File: src/rtl/sfca_regs.vh
// Register offsets, field positions, codes and timing for the feedforward
// checker and network alarm block.
// Assumes inclusion by bare name from every file that needs the map.
`ifndef SFCA_REGS_VH
`define SFCA_REGS_VH
// Byte offsets of the AXI4-Lite registers.
`define SFCA_OFS_CTRL 8'h00
`define SFCA_OFS_ALM_CLR 8'h04
`define SFCA_OFS_VEL_LIM 8'h08
`define SFCA_OFS_TRQ_LIM 8'h0C
`define SFCA_OFS_STATUS 8'h10
`define SFCA_OFS_HIST 8'h14
`define SFCA_OFS_LAST 8'h18
`define SFCA_OFS_VFF 8'h1C
`define SFCA_OFS_TFF 8'h20
// Control register fields: two-bit selectors, frame size bit, mode.
`define SFCA_CTRL_D3_LSB 0
`define SFCA_CTRL_S2_LSB 2
`define SFCA_CTRL_S3_LSB 4
`define SFCA_CTRL_F32_BIT 6
`define SFCA_CTRL_MODE_LSB 8
`define SFCA_CTRL_RST 32'h0000_0000
`define SFCA_LIM_RST 32'h0000_FFFF
// Feedforward field selector codes.
`define SFCA_SEL_OFF 2'h0
`define SFCA_SEL_VEL 2'h1
`define SFCA_SEL_TRQ 2'h2
// Control modes.
`define SFCA_MODE_CP 2'h0
`define SFCA_MODE_PP 2'h1
`define SFCA_MODE_CV 2'h2
`define SFCA_MODE_CT 2'h3
// Command error codes.
`define SFCA_ERR_NONE 16'h0000
`define SFCA_ERR_RANGE 16'h0034
`define SFCA_ERR_OT 16'h0046
// Link answers and limits.
`define SFCA_NODE_MAX 8'h1F
`define SFCA_RESP_BAD 8'hFF
`define SFCA_AXI_OKAY 2'h0
`define SFCA_AXI_SLVERR 2'h2
// Alarm codes as {main, sub}, main in hex (82 decimal is 52h).
`define SFCA_ALM_82_0 12'h520
`define SFCA_ALM_83_0 12'h530
`define SFCA_ALM_83_1 12'h531
`define SFCA_ALM_84_0 12'h540
`define SFCA_ALM_84_3 12'h543
`define SFCA_ALM_84_5 12'h545
`define SFCA_ALM_86_0 12'h560
`define SFCA_ALM_86_1 12'h561
`define SFCA_ALM_86_2 12'h562
`define SFCA_ALM_90_2 12'h5A2
`define SFCA_ALM_91_1 12'h5B1
`define SFCA_ALM_98_1 12'h621
`define SFCA_ALM_98_2 12'h622
`define SFCA_ALM_98_3 12'h623
`define SFCA_ALM_N 14
// Alarm attribute bits: history, clearable, immediate stop, blinking.
`define SFCA_AT_HIST 3
`define SFCA_AT_CLR 2
`define SFCA_AT_STOP 1
`define SFCA_AT_BLINK 0
// Timing.
`define SFCA_CLK_KHZ 100000
`define SFCA_BLINK_MS 250
`define SFCA_CRC_FRAMES 3
`define SFCA_CHK_WAIT 2'h3
`endif

File: src/rtl/sfca_ff_chk.v
// One feedforward channel: checks a received value and holds the applied one.
// Assumes enable, support and stop qualifiers come from the same clock.
`include "sfca_regs.vh"
module sfca_ff_chk
(
	// Clock, reset and enable.
	input wire clk_i,
	input wire rst_n_i,
	input wire ce_i,
	// Frame qualifiers.
	input wire upd_i,
	input wire en_i,
	input wire sup_i,
	input wire prev_sup_i,
	input wire mode_sw_i,
	input wire force_zero_i,
	input wire ot_pos_i,
	input wire ot_neg_i,
	input wire [31:0] cmd_i,
	input wire [31:0] lim_i,
	// Results.
	output reg [31:0] ff_o,
	output reg [15:0] err_o
);

	reg [31:0] held_q;
	reg [31:0] held_d;
	reg [15:0] err_d;
	wire out_rng;
	wire neg;
	wire pos;

	// Range is symmetric about zero; the limit is taken as a magnitude.
	assign out_rng = ($signed(cmd_i) > $signed(lim_i)) ||
		($signed(cmd_i) < -$signed(lim_i));
	assign neg = cmd_i[31];
	assign pos = !cmd_i[31] && (cmd_i != 32'h0);

	// Decide the held value and the error code for a good frame.
	always @*
	begin
		held_d = held_q;
		err_d = `SFCA_ERR_NONE;
		if (upd_i)
		begin
			if (!en_i)
				held_d = 32'h0;
			else if (out_rng)
			begin
				err_d = `SFCA_ERR_RANGE;
				if (mode_sw_i && !prev_sup_i)
					held_d = 32'h0;
			end
			else if ((ot_pos_i && pos) || (ot_neg_i && neg))
			begin
				err_d = `SFCA_ERR_OT;
				held_d = 32'h0;
			end
			else
				held_d = cmd_i;
		end
		// An unsupported type never keeps a value, frame or not.
		if (!sup_i)
			held_d = 32'h0;
	end

	// Register the held value, the applied value and the error code.
	always @(posedge clk_i)
	begin
		if (!rst_n_i)
		begin
			held_q <= 32'h0;
			ff_o <= 32'h0;
			err_o <= `SFCA_ERR_NONE;
		end
		else if (ce_i)
		begin
			held_q <= held_d;
			// Stops zero only the applied value so the held one survives.
			ff_o <= (force_zero_i || !en_i) ? 32'h0 : held_d;
			if (upd_i)
				err_o <= err_d;
		end
	end

endmodule // sfca_ff_chk

File: src/rtl/sfca_top.v
// Feedforward checker and network alarm block with an AXI4-Lite slave.
// Assumes frame strobes and decoded fields arrive on ref_clk_i; switch and
// overtravel pins are asynchronous and are synchronised here.
// Operation
// - Velocity feedforward only in cyclic position; torque in all but torque mode.
// - Several feedforward selections in 32-byte frames raise a setting error.
// - A disabled data3 feedforward field must carry zero, else error 0034h.
// - Feedforward stays active during servo-lock after homing.
// - Applied feedforward is zero during a deceleration-and-stop sequence for servo off, counter clear or overtravel.
// - Value toward an inhibited direction after stop gives 0046h and zero.
// - Out-of-range value gives 0034h and keeps the last valid value.
// - Same on mode switch; zero if the old mode did not support it.
// - Unsupported feedforward type in the current mode is held at zero.
// - Node address alarm 82.0: history, not clearable, steady red.
// - Address switch outside 0 to 31 raises it, checked at start or reset.
// - On that alarm the link stays in startup and never runs.
// - Persistent CRC errors raise 83.0: clearable, stop, blinking red.
// - Alarm 84.3: history, not clearable, no stop, steady red.
// - Alarms 84.5 and 84.0: clearable, stop, blinking red.
// - Alarms 86.0 and 86.1: clearable, stop, blinking red.
// - Alarm 86.2: not clearable, immediate stop, steady red.
// - Alarm 90.2: history, not clearable, no stop, steady red.
// - Alarm 91.1: clearable, stop, blinking red.
// - Alarms 98.1 to 98.3: history, not clearable, no stop, steady red.
// - Bad frame is dropped, byte 1 answers FFh, link keeps active_link_state.
`include "sfca_regs.vh"
module sfca_top
#(
	parameter CRC_FRAMES = `SFCA_CRC_FRAMES,
	parameter BLINK_CYC = `SFCA_BLINK_MS * `SFCA_CLK_KHZ
)
(
	// Clock, reset and enable.
	input wire ref_clk_i,
	input wire rst_n_i,
	input wire ce_i,
	// AXI4-Lite slave.
	input wire [7:0] s_axi_awaddr_i,
	input wire s_axi_awvalid_i,
	output reg s_axi_awready_o,
	input wire [31:0] s_axi_wdata_i,
	input wire [3:0] s_axi_wstrb_i,
	input wire s_axi_wvalid_i,
	output reg s_axi_wready_o,
	output reg [1:0] s_axi_bresp_o,
	output reg s_axi_bvalid_o,
	input wire s_axi_bready_i,
	input wire [7:0] s_axi_araddr_i,
	input wire s_axi_arvalid_i,
	output reg s_axi_arready_o,
	output reg [31:0] s_axi_rdata_o,
	output reg [1:0] s_axi_rresp_o,
	output reg s_axi_rvalid_o,
	input wire s_axi_rready_i,
	// Decoded cyclic frame.
	input wire frame_stb_i,
	input wire crc_err_i,
	input wire [31:0] cmd_data3_i,
	input wire [31:0] sub_data2_i,
	input wire [31:0] sub_data3_i,
	input wire [7:0] resp_stat_i,
	input wire reset_cmd_i,
	input wire alm_clr_cmd_i,
	// Drive state and pins.
	input wire servo_off_i,
	input wire cnt_clr_i,
	input wire stop_busy_i,
	input wire positive_overtravel_inhibit_i,
	input wire negative_overtravel_inhibit_i,
	input wire [7:0] node_addr_pin_i,
	input wire [11:0] alm_evt_i,
	// Results.
	output wire [31:0] velocity_feedforward_o,
	output wire [31:0] torque_feedforward_o,
	output reg [15:0] cmd_err_o,
	output reg cmd_err_stb_o,
	output reg [7:0] resp_byte1_o,
	output reg resp_stb_o,
	output reg active_link_state_o,
	output reg alarm_o,
	output reg imm_stop_o,
	output reg led_red_o,
	output reg cfg_err_o
);

	localparam [2:0] ST_CHK = 3'h1;
	localparam [2:0] ST_RUN = 3'h2;
	localparam [2:0] ST_HALT = 3'h4;
	localparam N = `SFCA_ALM_N;

	// Alarm code table.
	function [11:0] alm_code;
		input [3:0] idx;
		begin
			case (idx)
				4'h0: alm_code = `SFCA_ALM_82_0;
				4'h1: alm_code = `SFCA_ALM_83_0;
				4'h2: alm_code = `SFCA_ALM_83_1;
				4'h3: alm_code = `SFCA_ALM_84_0;
				4'h4: alm_code = `SFCA_ALM_84_3;
				4'h5: alm_code = `SFCA_ALM_84_5;
				4'h6: alm_code = `SFCA_ALM_86_0;
				4'h7: alm_code = `SFCA_ALM_86_1;
				4'h8: alm_code = `SFCA_ALM_86_2;
				4'h9: alm_code = `SFCA_ALM_90_2;
				4'hA: alm_code = `SFCA_ALM_91_1;
				4'hB: alm_code = `SFCA_ALM_98_1;
				4'hC: alm_code = `SFCA_ALM_98_2;
				4'hD: alm_code = `SFCA_ALM_98_3;
				default: alm_code = 12'h000;
			endcase
		end
	endfunction

	// Attributes {history, clearable, stop, blink}; every alarm is recorded.
	function [3:0] alm_attr;
		input [3:0] idx;
		begin
			case (idx)
				4'h1, 4'h2, 4'h3, 4'h5, 4'h6, 4'h7, 4'hA:
					alm_attr = 4'hF;
				4'h8: alm_attr = 4'hA;
				default: alm_attr = 4'h8;
			endcase
		end
	endfunction

	// Which field feeds a feedforward kind: 0 none, 1 data3, 2 sub2, 3 sub3.
	function [1:0] pick_src;
		input [31:0] ctrl;
		input [1:0] kind;
		begin
			if (ctrl[`SFCA_CTRL_D3_LSB+1:`SFCA_CTRL_D3_LSB] == kind)
				pick_src = 2'h1;
			else if (ctrl[`SFCA_CTRL_F32_BIT] &&
				ctrl[`SFCA_CTRL_S2_LSB+1:`SFCA_CTRL_S2_LSB] == kind)
				pick_src = 2'h2;
			else if (ctrl[`SFCA_CTRL_F32_BIT] &&
				ctrl[`SFCA_CTRL_S3_LSB+1:`SFCA_CTRL_S3_LSB] == kind)
				pick_src = 2'h3;
			else
				pick_src = 2'h0;
		end
	endfunction

	// Mode support for each kind of feedforward.
	function mode_sup;
		input [1:0] mode;
		input [1:0] kind;
		begin
			if (kind == `SFCA_SEL_VEL)
				mode_sup = (mode == `SFCA_MODE_CP);
			else
				mode_sup = (mode != `SFCA_MODE_CT);
		end
	endfunction

	// Byte-lane merge of a write into a stored word.
	function [31:0] wmerge;
		input [31:0] old;
		input [31:0] nw;
		input [3:0] strb;
		integer b;
		begin
			for (b = 0; b < 4; b = b + 1)
				wmerge[b*8 +: 8] = strb[b] ? nw[b*8 +: 8] : old[b*8 +: 8];
		end
	endfunction

	reg [2:0] st_q;
	reg [1:0] chk_cnt_q;
	reg [7:0] node_m_q, node_s_q;
	reg [1:0] ot_m_q, ot_s_q;
	reg aw_hold_q, w_hold_q;
	reg [7:0] aw_addr_q;
	reg [31:0] w_data_q;
	reg [3:0] w_strb_q;
	reg [31:0] ctrl_q, vlim_q, tlim_q;
	reg sw_clr_q;
	reg [1:0] frame_mode_q;
	reg done_q, dis_err_q;
	reg [7:0] crc_cnt_q;
	reg [N-1:0] pend_q, hist_q, pend_d, hist_d, set_v, clr_v;
	reg [11:0] last_q, last_d;
	reg [31:0] blink_cnt_q;
	reg phase_q;
	reg [31:0] rd_v;
	reg rd_ok;
	reg steady_v, blink_v, stop_v;
	reg [3:0] at_v;
	integer i;
	wire wr_go;
	wire run;
	wire upd;
	wire bad_frame;
	wire clr_cmd;
	wire node_alm;
	wire crc_alm;
	wire force_zero;
	wire [1:0] mode;
	wire [1:0] vsrc, tsrc;
	wire [31:0] vcmd, tcmd;
	wire [15:0] verr, terr;
	wire [1:0] nsel;

	assign wr_go = aw_hold_q && w_hold_q && !s_axi_bvalid_o;
	assign run = (st_q == ST_RUN);
	assign bad_frame = frame_stb_i && run && crc_err_i;
	assign upd = frame_stb_i && run && !crc_err_i;
	assign clr_cmd = sw_clr_q || (alm_clr_cmd_i && run);
	assign mode = ctrl_q[`SFCA_CTRL_MODE_LSB+1:`SFCA_CTRL_MODE_LSB];
	assign vsrc = pick_src(ctrl_q, `SFCA_SEL_VEL);
	assign tsrc = pick_src(ctrl_q, `SFCA_SEL_TRQ);
	assign vcmd = (vsrc == 2'h1) ? cmd_data3_i :
		(vsrc == 2'h2) ? sub_data2_i : sub_data3_i;
	assign tcmd = (tsrc == 2'h1) ? cmd_data3_i :
		(tsrc == 2'h2) ? sub_data2_i : sub_data3_i;
	// Count of active sub selectors; data3 adds one more if used.
	assign nsel = {1'h0, ctrl_q[`SFCA_CTRL_S2_LSB+1:`SFCA_CTRL_S2_LSB] != 2'h0}
		+ {1'h0, ctrl_q[`SFCA_CTRL_S3_LSB+1:`SFCA_CTRL_S3_LSB] != 2'h0}
		+ {1'h0, ctrl_q[`SFCA_CTRL_D3_LSB+1:`SFCA_CTRL_D3_LSB] != 2'h0};
	// Homing servo-lock is not a stop, so it does not zero feedforward.
	assign force_zero = stop_busy_i && (servo_off_i || cnt_clr_i ||
		ot_s_q[1] || ot_s_q[0]);
	assign node_alm = (st_q == ST_CHK) && (chk_cnt_q == `SFCA_CHK_WAIT) &&
		(node_s_q > `SFCA_NODE_MAX);
	assign crc_alm = bad_frame &&
		(crc_cnt_q == CRC_FRAMES[7:0] - 8'h01);

	// Pin synchronisers; only the second stage is looked at.
	always @(posedge ref_clk_i)
	begin
		if (!rst_n_i)
		begin
			node_m_q <= 8'h00;
			node_s_q <= 8'h00;
			ot_m_q <= 2'h0;
			ot_s_q <= 2'h0;
		end
		else if (ce_i)
		begin
			node_m_q <= node_addr_pin_i;
			node_s_q <= node_m_q;
			ot_m_q <= {positive_overtravel_inhibit_i,
				negative_overtravel_inhibit_i};
			ot_s_q <= ot_m_q;
		end
	end

	// Link state: check the address, then run, or stay halted in startup.
	always @(posedge ref_clk_i)
	begin
		if (!rst_n_i)
		begin
			st_q <= ST_CHK;
			chk_cnt_q <= 2'h0;
		end
		else if (ce_i)
		begin
			case (st_q)
				ST_CHK:
				begin
					// Waiting lets the synchroniser settle before the check.
					if (chk_cnt_q != `SFCA_CHK_WAIT)
						chk_cnt_q <= chk_cnt_q + 2'h1;
					else if (node_alm || pend_q[0])
						st_q <= ST_HALT;
					else
						st_q <= ST_RUN;
				end
				ST_RUN:
				begin
					// A bad frame keeps the link active_link_state.
					if (reset_cmd_i)
					begin
						st_q <= ST_CHK;
						chk_cnt_q <= 2'h0;
					end
				end
				ST_HALT:
				begin
					if (reset_cmd_i)
					begin
						st_q <= ST_CHK;
						chk_cnt_q <= 2'h0;
					end
				end
				default: st_q <= ST_CHK;
			endcase
		end
	end

	// AXI4-Lite handshakes; address and data may arrive in either order.
	always @(posedge ref_clk_i)
	begin
		if (!rst_n_i)
		begin
			s_axi_awready_o <= 1'h0;
			s_axi_wready_o <= 1'h0;
			s_axi_bvalid_o <= 1'h0;
			s_axi_bresp_o <= `SFCA_AXI_OKAY;
			s_axi_arready_o <= 1'h0;
			s_axi_rvalid_o <= 1'h0;
			s_axi_rdata_o <= 32'h0;
			s_axi_rresp_o <= `SFCA_AXI_OKAY;
			aw_hold_q <= 1'h0;
			w_hold_q <= 1'h0;
			aw_addr_q <= 8'h00;
			w_data_q <= 32'h0;
			w_strb_q <= 4'h0;
		end
		else if (ce_i)
		begin
			if (!aw_hold_q && !s_axi_bvalid_o && !s_axi_awready_o)
				s_axi_awready_o <= 1'h1;
			if (!w_hold_q && !s_axi_bvalid_o && !s_axi_wready_o)
				s_axi_wready_o <= 1'h1;
			if (s_axi_awvalid_i && s_axi_awready_o)
			begin
				aw_hold_q <= 1'h1;
				aw_addr_q <= s_axi_awaddr_i;
				s_axi_awready_o <= 1'h0;
			end
			if (s_axi_wvalid_i && s_axi_wready_o)
			begin
				w_hold_q <= 1'h1;
				w_data_q <= s_axi_wdata_i;
				w_strb_q <= s_axi_wstrb_i;
				s_axi_wready_o <= 1'h0;
			end
			if (wr_go)
			begin
				aw_hold_q <= 1'h0;
				w_hold_q <= 1'h0;
				s_axi_bvalid_o <= 1'h1;
				s_axi_bresp_o <= (aw_addr_q == `SFCA_OFS_CTRL ||
					aw_addr_q == `SFCA_OFS_ALM_CLR ||
					aw_addr_q == `SFCA_OFS_VEL_LIM ||
					aw_addr_q == `SFCA_OFS_TRQ_LIM) ?
					`SFCA_AXI_OKAY : `SFCA_AXI_SLVERR;
			end
			if (s_axi_bvalid_o && s_axi_bready_i)
				s_axi_bvalid_o <= 1'h0;
			if (!s_axi_rvalid_o && !s_axi_arready_o)
				s_axi_arready_o <= 1'h1;
			if (s_axi_arvalid_i && s_axi_arready_o)
			begin
				s_axi_arready_o <= 1'h0;
				s_axi_rvalid_o <= 1'h1;
				s_axi_rdata_o <= rd_v;
				s_axi_rresp_o <= rd_ok ? `SFCA_AXI_OKAY : `SFCA_AXI_SLVERR;
			end
			if (s_axi_rvalid_o && s_axi_rready_i)
				s_axi_rvalid_o <= 1'h0;
		end
	end

	// Read decode; unmapped addresses read zero with an error response.
	always @*
	begin
		rd_v = 32'h0;
		rd_ok = 1'h1;
		case (s_axi_araddr_i)
			`SFCA_OFS_CTRL: rd_v = ctrl_q;
			`SFCA_OFS_ALM_CLR: rd_v = 32'h0;
			`SFCA_OFS_VEL_LIM: rd_v = vlim_q;
			`SFCA_OFS_TRQ_LIM: rd_v = tlim_q;
			`SFCA_OFS_STATUS: rd_v = {15'h0, cfg_err_o, run, 1'h0, pend_q};
			`SFCA_OFS_HIST: rd_v = {18'h0, hist_q};
			`SFCA_OFS_LAST: rd_v = {cmd_err_o, 4'h0, last_q};
			`SFCA_OFS_VFF: rd_v = velocity_feedforward_o;
			`SFCA_OFS_TFF: rd_v = torque_feedforward_o;
			default: rd_ok = 1'h0;
		endcase
	end

	// Software registers; the clear register only makes a one-cycle pulse.
	always @(posedge ref_clk_i)
	begin
		if (!rst_n_i)
		begin
			ctrl_q <= `SFCA_CTRL_RST;
			vlim_q <= `SFCA_LIM_RST;
			tlim_q <= `SFCA_LIM_RST;
			sw_clr_q <= 1'h0;
		end
		else if (ce_i)
		begin
			sw_clr_q <= wr_go && aw_addr_q == `SFCA_OFS_ALM_CLR &&
				w_strb_q[0] && w_data_q[0];
			if (wr_go && aw_addr_q == `SFCA_OFS_CTRL)
				ctrl_q <= wmerge(ctrl_q, w_data_q, w_strb_q);
			if (wr_go && aw_addr_q == `SFCA_OFS_VEL_LIM)
				vlim_q <= wmerge(vlim_q, w_data_q, w_strb_q);
			if (wr_go && aw_addr_q == `SFCA_OFS_TRQ_LIM)
				tlim_q <= wmerge(tlim_q, w_data_q, w_strb_q);
		end
	end

	// The two feedforward channels share one checker design.
	sfca_ff_chk u_vel
	(
		.clk_i(ref_clk_i),
		.rst_n_i(rst_n_i),
		.ce_i(ce_i),
		.upd_i(upd),
		.en_i(vsrc != 2'h0),
		.sup_i(mode_sup(mode, `SFCA_SEL_VEL)),
		.prev_sup_i(mode_sup(frame_mode_q, `SFCA_SEL_VEL)),
		.mode_sw_i(mode != frame_mode_q),
		.force_zero_i(force_zero),
		.ot_pos_i(ot_s_q[1] && !stop_busy_i),
		.ot_neg_i(ot_s_q[0] && !stop_busy_i),
		.cmd_i(vcmd),
		.lim_i(vlim_q),
		.ff_o(velocity_feedforward_o),
		.err_o(verr)
	);

	sfca_ff_chk u_trq
	(
		.clk_i(ref_clk_i),
		.rst_n_i(rst_n_i),
		.ce_i(ce_i),
		.upd_i(upd),
		.en_i(tsrc != 2'h0),
		.sup_i(mode_sup(mode, `SFCA_SEL_TRQ)),
		.prev_sup_i(mode_sup(frame_mode_q, `SFCA_SEL_TRQ)),
		.mode_sw_i(mode != frame_mode_q),
		.force_zero_i(force_zero),
		.ot_pos_i(ot_s_q[1] && !stop_busy_i),
		.ot_neg_i(ot_s_q[0] && !stop_busy_i),
		.cmd_i(tcmd),
		.lim_i(tlim_q),
		.ff_o(torque_feedforward_o),
		.err_o(terr)
	);

	// Frame answers, command errors and the persistent CRC counter.
	always @(posedge ref_clk_i)
	begin
		if (!rst_n_i)
		begin
			frame_mode_q <= `SFCA_MODE_CP;
			done_q <= 1'h0;
			dis_err_q <= 1'h0;
			crc_cnt_q <= 8'h00;
			cmd_err_o <= `SFCA_ERR_NONE;
			cmd_err_stb_o <= 1'h0;
			resp_byte1_o <= 8'h00;
			resp_stb_o <= 1'h0;
			cfg_err_o <= 1'h0;
		end
		else if (ce_i)
		begin
			done_q <= upd;
			resp_stb_o <= frame_stb_i && run;
			cfg_err_o <= ctrl_q[`SFCA_CTRL_F32_BIT] && (nsel > 2'h1);
			if (upd)
			begin
				frame_mode_q <= mode;
				dis_err_q <= (ctrl_q[`SFCA_CTRL_D3_LSB+1:`SFCA_CTRL_D3_LSB] ==
					`SFCA_SEL_OFF) && (cmd_data3_i != 32'h0);
				crc_cnt_q <= 8'h00;
				resp_byte1_o <= resp_stat_i;
			end
			if (bad_frame)
			begin
				resp_byte1_o <= `SFCA_RESP_BAD;
				if (crc_cnt_q != CRC_FRAMES[7:0])
					crc_cnt_q <= crc_cnt_q + 8'h01;
			end
			cmd_err_stb_o <= done_q;
			if (done_q)
				cmd_err_o <= dis_err_q ? `SFCA_ERR_RANGE :
					(verr != `SFCA_ERR_NONE) ? verr : terr;
		end
	end

	// Alarm set and clear; a new event beats a clear in the same cycle.
	always @*
	begin
		set_v = {alm_evt_i, crc_alm, node_alm};
		clr_v = {N{1'h0}};
		last_d = last_q;
		steady_v = 1'h0;
		blink_v = 1'h0;
		stop_v = 1'h0;
		at_v = 4'h0;
		for (i = N - 1; i >= 0; i = i - 1)
		begin
			at_v = alm_attr(i[3:0]);
			clr_v[i] = clr_cmd && at_v[`SFCA_AT_CLR];
			if (set_v[i])
				last_d = alm_code(i[3:0]);
			if (pend_q[i] && at_v[`SFCA_AT_BLINK])
				blink_v = 1'h1;
			if (pend_q[i] && !at_v[`SFCA_AT_BLINK])
				steady_v = 1'h1;
			if (pend_q[i] && at_v[`SFCA_AT_STOP])
				stop_v = 1'h1;
		end
		pend_d = set_v | (pend_q & ~clr_v);
		hist_d = set_v | (hist_q & ~clr_v);
	end

	// Alarm state, blink phase and indicator outputs.
	always @(posedge ref_clk_i)
	begin
		if (!rst_n_i)
		begin
			pend_q <= {N{1'h0}};
			hist_q <= {N{1'h0}};
			last_q <= 12'h000;
			blink_cnt_q <= 32'h0;
			phase_q <= 1'h0;
			alarm_o <= 1'h0;
			imm_stop_o <= 1'h0;
			led_red_o <= 1'h0;
			active_link_state_o <= 1'h0;
		end
		else if (ce_i)
		begin
			pend_q <= pend_d;
			hist_q <= hist_d;
			last_q <= last_d;
			if (blink_cnt_q == BLINK_CYC - 1)
			begin
				blink_cnt_q <= 32'h0;
				phase_q <= !phase_q;
			end
			else
				blink_cnt_q <= blink_cnt_q + 32'h1;
			alarm_o <= |pend_q;
			imm_stop_o <= stop_v;
			// A steady alarm outranks a blinking one on the shared lamp.
			led_red_o <= steady_v || (blink_v && phase_q);
			active_link_state_o <= run;
		end
	end

endmodule // sfca_top

File: config.mk
export PLATFORM = sky130hd
export DESIGN_NAME = sfca_top
export DESIGN_NICKNAME = d
export VERILOG_FILES = /design/src/rtl/sfca_ff_chk.v /design/src/rtl/sfca_top.v
export VERILOG_INCLUDE_DIRS = /design/src /design/src/rtl
export SDC_FILE = /design/constraint.sdc
export NUM_CORES = 1
export LEC_CHECK = 0
export ABC_CLOCK_PERIOD_IN_PS = 5560
export BUFFER_PORTS_ARGS = -buffer_cell sky130_fd_sc_hd__buf_2
export CAP_MARGIN = 20
export CORE_MARGIN = 2
export CORE_UTILIZATION = 40
export CTS_CLUSTER_DIAMETER = 200
export DETAILED_ROUTE_END_ITERATION = 10
export SLEW_MARGIN = 10
export SYNTH_ARGS = -nofsm -noshare
export SYNTH_HDL_FRONTEND = slang
export SYNTH_SLANG_ARGS = --single-unit
File: constraint.sdc
create_clock -name ref_clk_i -period 5.56 [get_ports ref_clk_i]
set_input_delay 0.556 -clock ref_clk_i [delete_from_list [all_inputs] [get_ports ref_clk_i]]
set_output_delay 0.556 -clock ref_clk_i [all_outputs]
set_load 0.02 [all_outputs]
==> metrics.md, run 1 <==
| Metric | Value |
|---|---|
| Status | `completed` |
| Drt initial violations | `roughly 2.4k` |
| VDD IR-drop max | `0.218 mV` |
| Dpl cells | `around 3.8k` |
| Xor and xnor area share after synthesis | `between 3 and 4%` |
| GRT Residual Overflow | `0` |
| Crit. End Element | `flop` |
| Leak pwr | `about 0.012 uW` |
| IO Port Bufs | `between 300 and 400` |
| Final Skew | `between 0.03 and 0.04 ns` |
| R2R depth | `21` |
| Yosys top cell by area | `dfxtp_1` |
| Wirelength, routed | `about 93000 um` |
| Largest net degree at the start of global routing | `slightly above 90` |
| Max Root-Sink Buffers | `3` |
| Post-synth EDFFs | `0` |
| Critical Path End | `u_trq.ff_o[19]$_SDFFE_PN0P_` |
| Count leader, synth | `dfxtp_1` |
| Post-Synth Simple-Gate Area | `22.1%` |
| First-pass GRT wire length | `138000 um` |
| HPWL after DPL | `just over 70000 um` |
| Top cells by area, synth | `dfxtp_1 36%, ha_1 6.9%, nand2_1 6.0%` |
| Sequential share of power | `46.4%` |
| DR WL/cell | `23.8 um` |
| Vias in the first global route | `between 20k and 25k` |
| Post-synthesis sequential area ratio | `between 30 and 40%` |
| Power density over the cells | `approximately 240 mW/mm2` |
| Clock sink total | `between 400 and 500` |
| Rel. slew slack | `between 20% and 30%` |
| Critical Path Start Type | `flop` |
| Worst R2R Start | `tlim_q[1]$_SDFFE_PN1P_` |
| DRC | `0` |
| Clock edge transition at the registers on the reported setup and hold paths | `about 0.060 ns` |
| Nets | `3442` |
| Hold_buf cts | `0` |
| Adder-cell share of the synthesized area | `under 10%` |
| Compound-Gate Fraction of Synth Area | `between 20% and 30%` |
| Post-synth top area share | `roughly 36%` |
| Die ar. | `0.0620 mm2` |
| Share of cells above drive strength 1 | `between 10% and 20%` |
| Hold Vio Cnt, Final | `0` |
| Worst-path fanout max | `15` |
| Final worst slack | `about 0.17 ns` |
| Share of power burned in the clock network | `a little under half` |
| Top cells by count, synth | `432 x dfxtp_1, 382 x nand2_1, 135 x clkbuf_1` |
| Total power | `6810 uW` |
| Vias per cell | `between 5 and 6` |
| Core Area | `between 0.05 and 0.06 mm2` |
| Synth Flop Type | `dfxtp_1` |
| Min-delay worst type | `input port to flop` |
| Clk Tree Root Cell | `clkbuf_16` |
| Post-route setup TNS | `0 ns` |
| I/O pins | `around 330` |
| Initial antenna violation count | `5` |
| Crit path DAT | `between 5 and 6 ns` |
| Total CTS buffers | `between 40 and 50` |
| Syn avg cell area | `~8.5 um2` |
| H-tree depth | `2` |
| Number of setup violations in the final report | `0` |
| Synth warn | `0` |
| GRT Total Usage | `28.8%` |
| Post-synthesis register bit count | `432` |
| P&R area growth vs syn | `18.1%` |
| Final period utilization | `96.9%` |
| Synth Instances | `~2.8k` |
| Worst Tran Pin Value | `about 1.1 ns` |
| Max Fclk | `~0.19 GHz` |
| Tmin final | `5.39 ns` |
| Core Util, Final | `between 40% and 50%` |
| Die X-Extent | `249 um` |
| Comb power frac | `under 10%` |
| Pre-Repair DR Iteration Count | `9` |
| Synthesized area | `0.0240 mm2` |
| Mux contribution to synthesized area | `under 10%` |
| CTS tree | `done` |
| Via Count | `~23k` |
| RD Place Congestion | `0.981` |
| Setup Slack @ Placement | `-0.0405 ns` |
| WP data required | `about 6.0 ns` |
| Ys async rst share | `0%` |
| RR Endpoint | `u_trq.ff_o[19]$_SDFFE_PN0P_` |
| Combinational family with the most area after synthesis | `simple AND/OR/NAND/NOR gates` |
| Routed Antenna Nets | `0` |
| CP startpoint | `tlim_q[1]$_SDFFE_PN1P_` |
| Rows | `between 80 and 90` |
| Kind of critical path | `flop to flop` |
| Switch Pwr | `between 1500 and 2000 uW` |
| Yosys cell types | `between 70 and 80` |
| Sw Share | `about a quarter` |
| Max-cap violations | `0` |
| FF-to-FF setup slack | `0.17 ns` |
| Die H | `249 um` |
| Initial core utilization | `40.6%` |
| Max Transition Viols Final | `0` |
| Internal power | `5130 uW` |
| Clock latency on the worst-skew pair | `0.61 ns` |
| Finished Layout Cells | `3923` |
==> critical path, cell delays in order, from the launching register on <==
cell and delay, ns:
dfxtp_1 0.35, inv_1 0.12, ha_1 0.22, or4b_1 0.50
or3_4 0.38, nor3_4 0.22, nand2_2 0.12, nor2_2 0.18
and3_2 0.26, nor2b_1 0.18, xnor2_1 0.09, ha_1 0.28
nand4_1 0.15, or4_4 0.60, a311o_1 0.30, o211ai_2 0.09
mux2i_2 0.29, a311o_4 0.22, nor4_4 0.05, buf_4 0.18
clkbuf_16 0.19, a221o_1 0.30
==> through the flow <==
step                hold WS (ns)  instance area, um2
floorplan                  0.425               24100
global placement           0.441               26700
detailed placement         0.449               26700
CTS                        0.195               28200
global route               0.214               28300
finish                     0.200               28300
==> power groups by stage <==
stage / clock network (uW) / registers, uW / logic [uW]
floorplan: 0 / 3220 / 279
global placement: 0 / 3230 / 527
detailed placement: 0 / 3230 / 537
CTS: 3140 / 3160 / 540
global route: 3260 / 3170 / 591
finish: 3100 / 3160 / 550
==> sequential cells by signal (all words and copies together), names as in the netlist, 3 cells and up <==
signal / flops
crc_cnt_q: 8
u_trq.held_q: 32
last_q: 10
ctrl_q: 32
cmd_err_o: 3
hist_q: 14
u_trq.ff_o: 32
u_vel.ff_o: 32
u_trq.err_o: 3
aw_addr_q: 8
st_q: 3
node_s_q: 3
w_data_q: 32
vlim_q: 32
s_axi_rdata_o: 32
resp_byte1_o: 8
node_m_q: 3
w_strb_q: 4
blink_cnt_q: 32
u_vel.held_q: 32
pend_q: 14
tlim_q: 32
u_vel.err_o: 3
==> layout by cell type (no fill, tap or decap), types with 13 or more instances in the layout <==
cell type  netlist  final
nor4_1          42     37
mux2i_1        129    128
buf_2           17    309
a21oi_1         69     69
or4_1           13     13
nor3_1          43     41
a222oi_1        15     15
a21boi_0        66     66
o21ai_1         48     49
o21ai_0         88     87
nand4_1         56     56
nand3_1         67     67
xor2_1          26     26
nand2b_1        16     16
ha_1           133    133
and2_1          78     78
a22o_1          34     34
o21a_1          26     26
or3_1           14     13
conb_1           1     13
a21o_1          15     15
a22oi_1        113    113
dfxtp_1        432    432
inv_1           93     93
a32oi_1         31     31
clkbuf_16        0     48
a21boi_1        25     25
buf_4           15    104
o211ai_1        42     42
nand2_1        382    381
a221o_1         66     66
xnor2_1         57     57
nor2_1         124    116
clkbuf_1       135     14
nor2b_1        124    121
and3_1          45     44
==> how the worst min path moves through the flow <==
| stage | from | end | cells after the start |
|---|---|---|---|
| after floorplan | last_q[10]$_SDFFE_PN0P_ | last_q[10]$_SDFFE_PN0P_ | 2 |
| after global placement | last_q[10]$_SDFFE_PN0P_ | last_q[10]$_SDFFE_PN0P_ | 2 |
| after detailed placement | last_q[10]$_SDFFE_PN0P_ | last_q[10]$_SDFFE_PN0P_ | 2 |
| after CTS | s_axi_wdata_i[0] | w_data_q[0]$_SDFFE_PN0P_ | 3 |
| after global routing | s_axi_wdata_i[30] | w_data_q[30]$_SDFFE_PN0P_ | 3 |
| final | s_axi_wdata_i[4] | w_data_q[4]$_SDFFE_PN0P_ | 3 |
==> kinds of logic (layout without fill, tap and decap cells) <==
| logic type | after synthesis | in the layout |
|---|---|---|
| XOR/XNOR | 83 | 83 |
| other | 1 | 15 |
| multiplexers | 129 | 129 |
| flip-flops | 432 | 432 |
| AND/OR/NAND/NOR | 1052 | 1052 |
| AO/OA/AOI/OAI | 711 | 711 |
| buffers and inverters | 275 | 595 |
| adder cells (fa/ha/maj) | 133 | 133 |
==> timing repair <==
item	CTS	global route
setup endpoints to repair	31	113
pin swaps	0	4
setup buffers	0	3
cloned	0	1
resized for setup	1	11
==> cell type report <==
class / count / area, um2
Fill cell: 5666 / 30800
Multi-Input combinational cell: 2121 / 14400
Sequential cell: 432 / 8650
Timing Repair Buffer: 421 / 2480
Clock buffer: 73 / 1390
Tap cell: 773 / 967
Inverter: 94 / 353
Clock inverter: 7 / 91.3
Antenna cell: 2 / 5.00
==> routing by layer <==
layer	up-vias	global-route usage [%]	routed length [um]
li1	10900	-	-
met1	11200	38.9	41100
met2	1009	45.6	41100
met3	187	5.57	7530
met4	8	10.8	3420
met5	-	0	42
Note: power is estimated with default switching activity, not from simulation.
==> inputs of run 2 (changes only) <==
CTS_BUF_LIST = sky130_fd_sc_hd__clkbuf_8 sky130_fd_sc_hd__clkbuf_16   (was default)
GPL_TIMING_DRIVEN = 0   (was default)
==> metrics.md, run 2 (synthesis gave the netlist of run 1 again) <==
| Metric | Value |
|---|---|
| Status | `completed (unchanged)` |
| DR WL/cell | `25.9 um (was 23.8 um)` |
| VDD IR-drop max | `0.232 mV (was 0.218 mV)` |
| Crit. End Element | `flop (unchanged)` |
| Total CTS buffers | `49 (was 46)` |
| R2R depth | `21 (unchanged)` |
| Core Area | `0.0591 mm2 (unchanged)` |
| Clock edge transition at the registers on the reported setup and hold paths | `0.06 ns (about the same)` |
| Hold path depth | `3 (unchanged)` |
| Routed Antenna Nets | `0 (unchanged)` |
| Worst-path fanout max | `10 (was 15)` |
| GR Layer Usage met2 | `52.3% (was 45.6%)` |
| Initial core utilization | `40.6% (unchanged)` |
| Die H | `249 um (unchanged)` |
| Hold_buf cts | `0 (unchanged)` |
| HPWL after DPL | `84100 um (was 71800 um)` |
| Crit path DAT | `5.97 ns (was 5.87 ns)` |
| Hold Vio Cnt, Final | `0 (unchanged)` |
| Critical Path Start Type | `flop (unchanged)` |
| Max Transition Viols Final | `0 (unchanged)` |
| Final period utilization | `98.6% (was 96.9%)` |
| Max Fclk | `0.182 GHz (was 0.186 GHz)` |
| Die X-Extent | `249 um (unchanged)` |
| RSZ-0062 raised after global routing | `false` |
| Switch Pwr | `1790 uW (was 1680 uW)` |
| Storage cell area | `0.00865 mm2 (about the same)` |
| Final worst slack | `0.0786 ns (was 0.170 ns)` |
| Final Skew | `0.0292 ns (was 0.0367 ns)` |
| Met1 usage | `42.1% (was 38.9%)` |
| Global Route met3 Usage | `5.12% (was 5.57%)` |
| Commonest non-fill, non-tap cell in the layout | `dfxtp_1 (unchanged)` |
| Number of setup violations in the final report | `0 (unchanged)` |
| Most frequent cells in the layout | `429 x dfxtp_1, 381 x nand2_1, 318 x buf_2 (was 432 x dfxtp_1, 381 x nand2_1, 309 x buf_2)` |
| Kind of critical path | `flop to flop (unchanged)` |
| Drt initial violations | `2293 (was 2413)` |
| Share of cells above drive strength 1 | `16.5% (was 17.2%)` |
| Multi-input logic area | `0.0146 mm2 (was 0.0144 mm2)` |
| Core Util, Final | `48.6% (was 47.9%)` |
| I/O pins | `329 (unchanged)` |
| Clock latency on the worst-skew pair | `0.61 ns (about the same)` |
| Nets | `3539 (was 3442)` |
| Rel. slew slack | `23.1% (was 26.0%)` |
| Largest net degree at the start of global routing | `14 (was 92)` |
| Max-cap violations | `0 (unchanged)` |
| Fillcell total | `5800 (was 5666)` |
| First-pass GRT wire length | `152000 um (was 138000 um)` |
| Clock sink total | `432 (unchanged)` |
| Vias per cell | `5.99 (was 5.93)` |
| Power density over the cells | `243 mW/mm2 (was 240 mW/mm2)` |
| RD Place Congestion | `0.973 (was 0.981)` |
| IO Port Bufs | `308 (was 310)` |
| Sequential share of power | `45.2% (was 46.4%)` |
| Share of power burned in the clock network | `46.5% (was 45.5%)` |
| DRC | `0 (unchanged)` |
| Worst Tran Pin Value | `1.15 ns (was 1.10 ns)` |
| P&R area growth vs syn | `19.7% (was 18.1%)` |
| Pre-Repair DR Iteration Count | `8 (was 9)` |
| Rows | `89 (unchanged)` |
| Max Root-Sink Buffers | `3 (unchanged)` |
| Clk Tree Root Cell | `clkbuf_16 (unchanged)` |
| Min-delay worst type | `input port to flop (unchanged)` |
| Initial antenna violation count | `1 (was 5)` |
| CTS tree | `done (unchanged)` |
| Leak pwr | `0.0119 uW (was 0.0118 uW)` |
| GR peak layer | `met2 (unchanged)` |
| Tmin final | `5.48 ns (was 5.39 ns)` |
| Setup Slack @ Placement | `-1.26 ns (was -0.0405 ns)` |
| H-tree depth | `2 (unchanged)` |
| Comb power frac | `8.3% (was 8.1%)` |
| Via Count | `24.1k (was 23.3k)` |
| GRT Residual Overflow | `0 (unchanged)` |
| Hold slack | `0.204 ns (was 0.200 ns)` |
| GRT Total Usage | `32.4% (was 28.8%)` |
| WP data required | `6.05 ns (was 6.04 ns)` |
| Internal power | `5200 uW (was 5130 uW)` |
| Wirelength, routed | `104000 um (was 93300 um)` |
| Sw Share | `25.6% (was 24.7%)` |
| Vias in the first global route | `23.4k (was 22.3k)` |
| Die ar. | `0.0620 mm2 (unchanged)` |
-- run 2: changes by cell type in the layout (fill, tap and decap cells not counted), moves of 16 or more --
| cell | previous run | this run |
|---|---|---|
| clkbuf_1 | 14 | 117 |
| clkbuf_2 | 0 | 16 |
| buf_4 | 104 | 43 |
| o21ai_1 | 49 | 67 |
| o21ai_0 | 87 | 66 |
-- run 2: what timing repair did --
item,in CTS,in global routing
setup endpoints to repair,134,124
resized for setup,78,40
buffers inserted,15,6
pin swaps,17,11
-- run 2: metrics by stage --
stage / setup TNS [ns] / total power [uW] / area [um2] / std cells
2_1_floorplan: 0 / 3500 / 24100 / 2828
3_3_place_gp: -170.11 / 3780 / 26600 / 3909
3_5_place_dp: -146.68 / 3790 / 26600 / 3911
4_1_cts: 0 / 7010 / 28600 / 4014
5_1_grt: 0 / 7190 / 28700 / 4023
6_report: 0 / 6990 / 28700 / 4024
-- run 2: layout make-up --
class                      count  share of cell area (%)
clock buffer                  59                    4.75
antenna                        1                 0.00871
inverter                      94                    1.23
sequential                   432                    30.1
buffer                       181                    2.91
clock inverter                29                   0.840
multi-input combinational   2121                    50.7
tap                          773                    3.37
timing repair buffer         334                    6.11
-- run 2: final timing paths --
path | start | slack, ns | end
worst min-delay path | s_axi_wdata_i[5] | 0.20 | w_data_q[5]$_SDFFE_PN0P_
worst max-delay path | tlim_q[0]$_SDFFE_PN1P_ | 0.08 | u_trq.ff_o[6]$_SDFFE_PN0P_
worst max register to register | tlim_q[0]$_SDFFE_PN1P_ | 0.08 | u_trq.ff_o[6]$_SDFFE_PN0P_
worst min register to register | u_trq.err_o[5]$_SDFFE_PN0P_ | 0.46 | u_trq.err_o[5]$_SDFFE_PN0P_
-- run 2: metal layers --
layer,vias up,routed length [um]
li1,11100,-
met4,0,5490
met5,-,0
met1,11600,44000
met3,227,8170
met2,1181,46600
-- run 2: power by group through the flow --
stage               logic, uW  registers [uW]  clock network (uW)
global route              619            3170                3400
detailed placement        556            3230                   0
floorplan                 279            3220                   0
CTS                       567            3160                3280
global placement          545            3230                   0
finish                    579            3160                3250
-- run 2: worst max-delay path: stages (launching register included) --
cell	delay, ns
dfxtp_4	0.37
inv_2	0.10
ha_4	0.15
or4b_4	0.47
or3_4	0.38
nor3_4	0.16
nand2_2	0.14
nor2_4	0.17
and3_4	0.23
nand3_1	0.11
xnor2_1	0.15
ha_1	0.31
nand4_1	0.17
or4_4	0.65
a311o_1	0.41
o211ai_2	0.15
mux2i_4	0.33
a311o_4	0.24
nor4_4	0.06
buf_12	0.18
buf_6	0.14
a221o_1	0.30
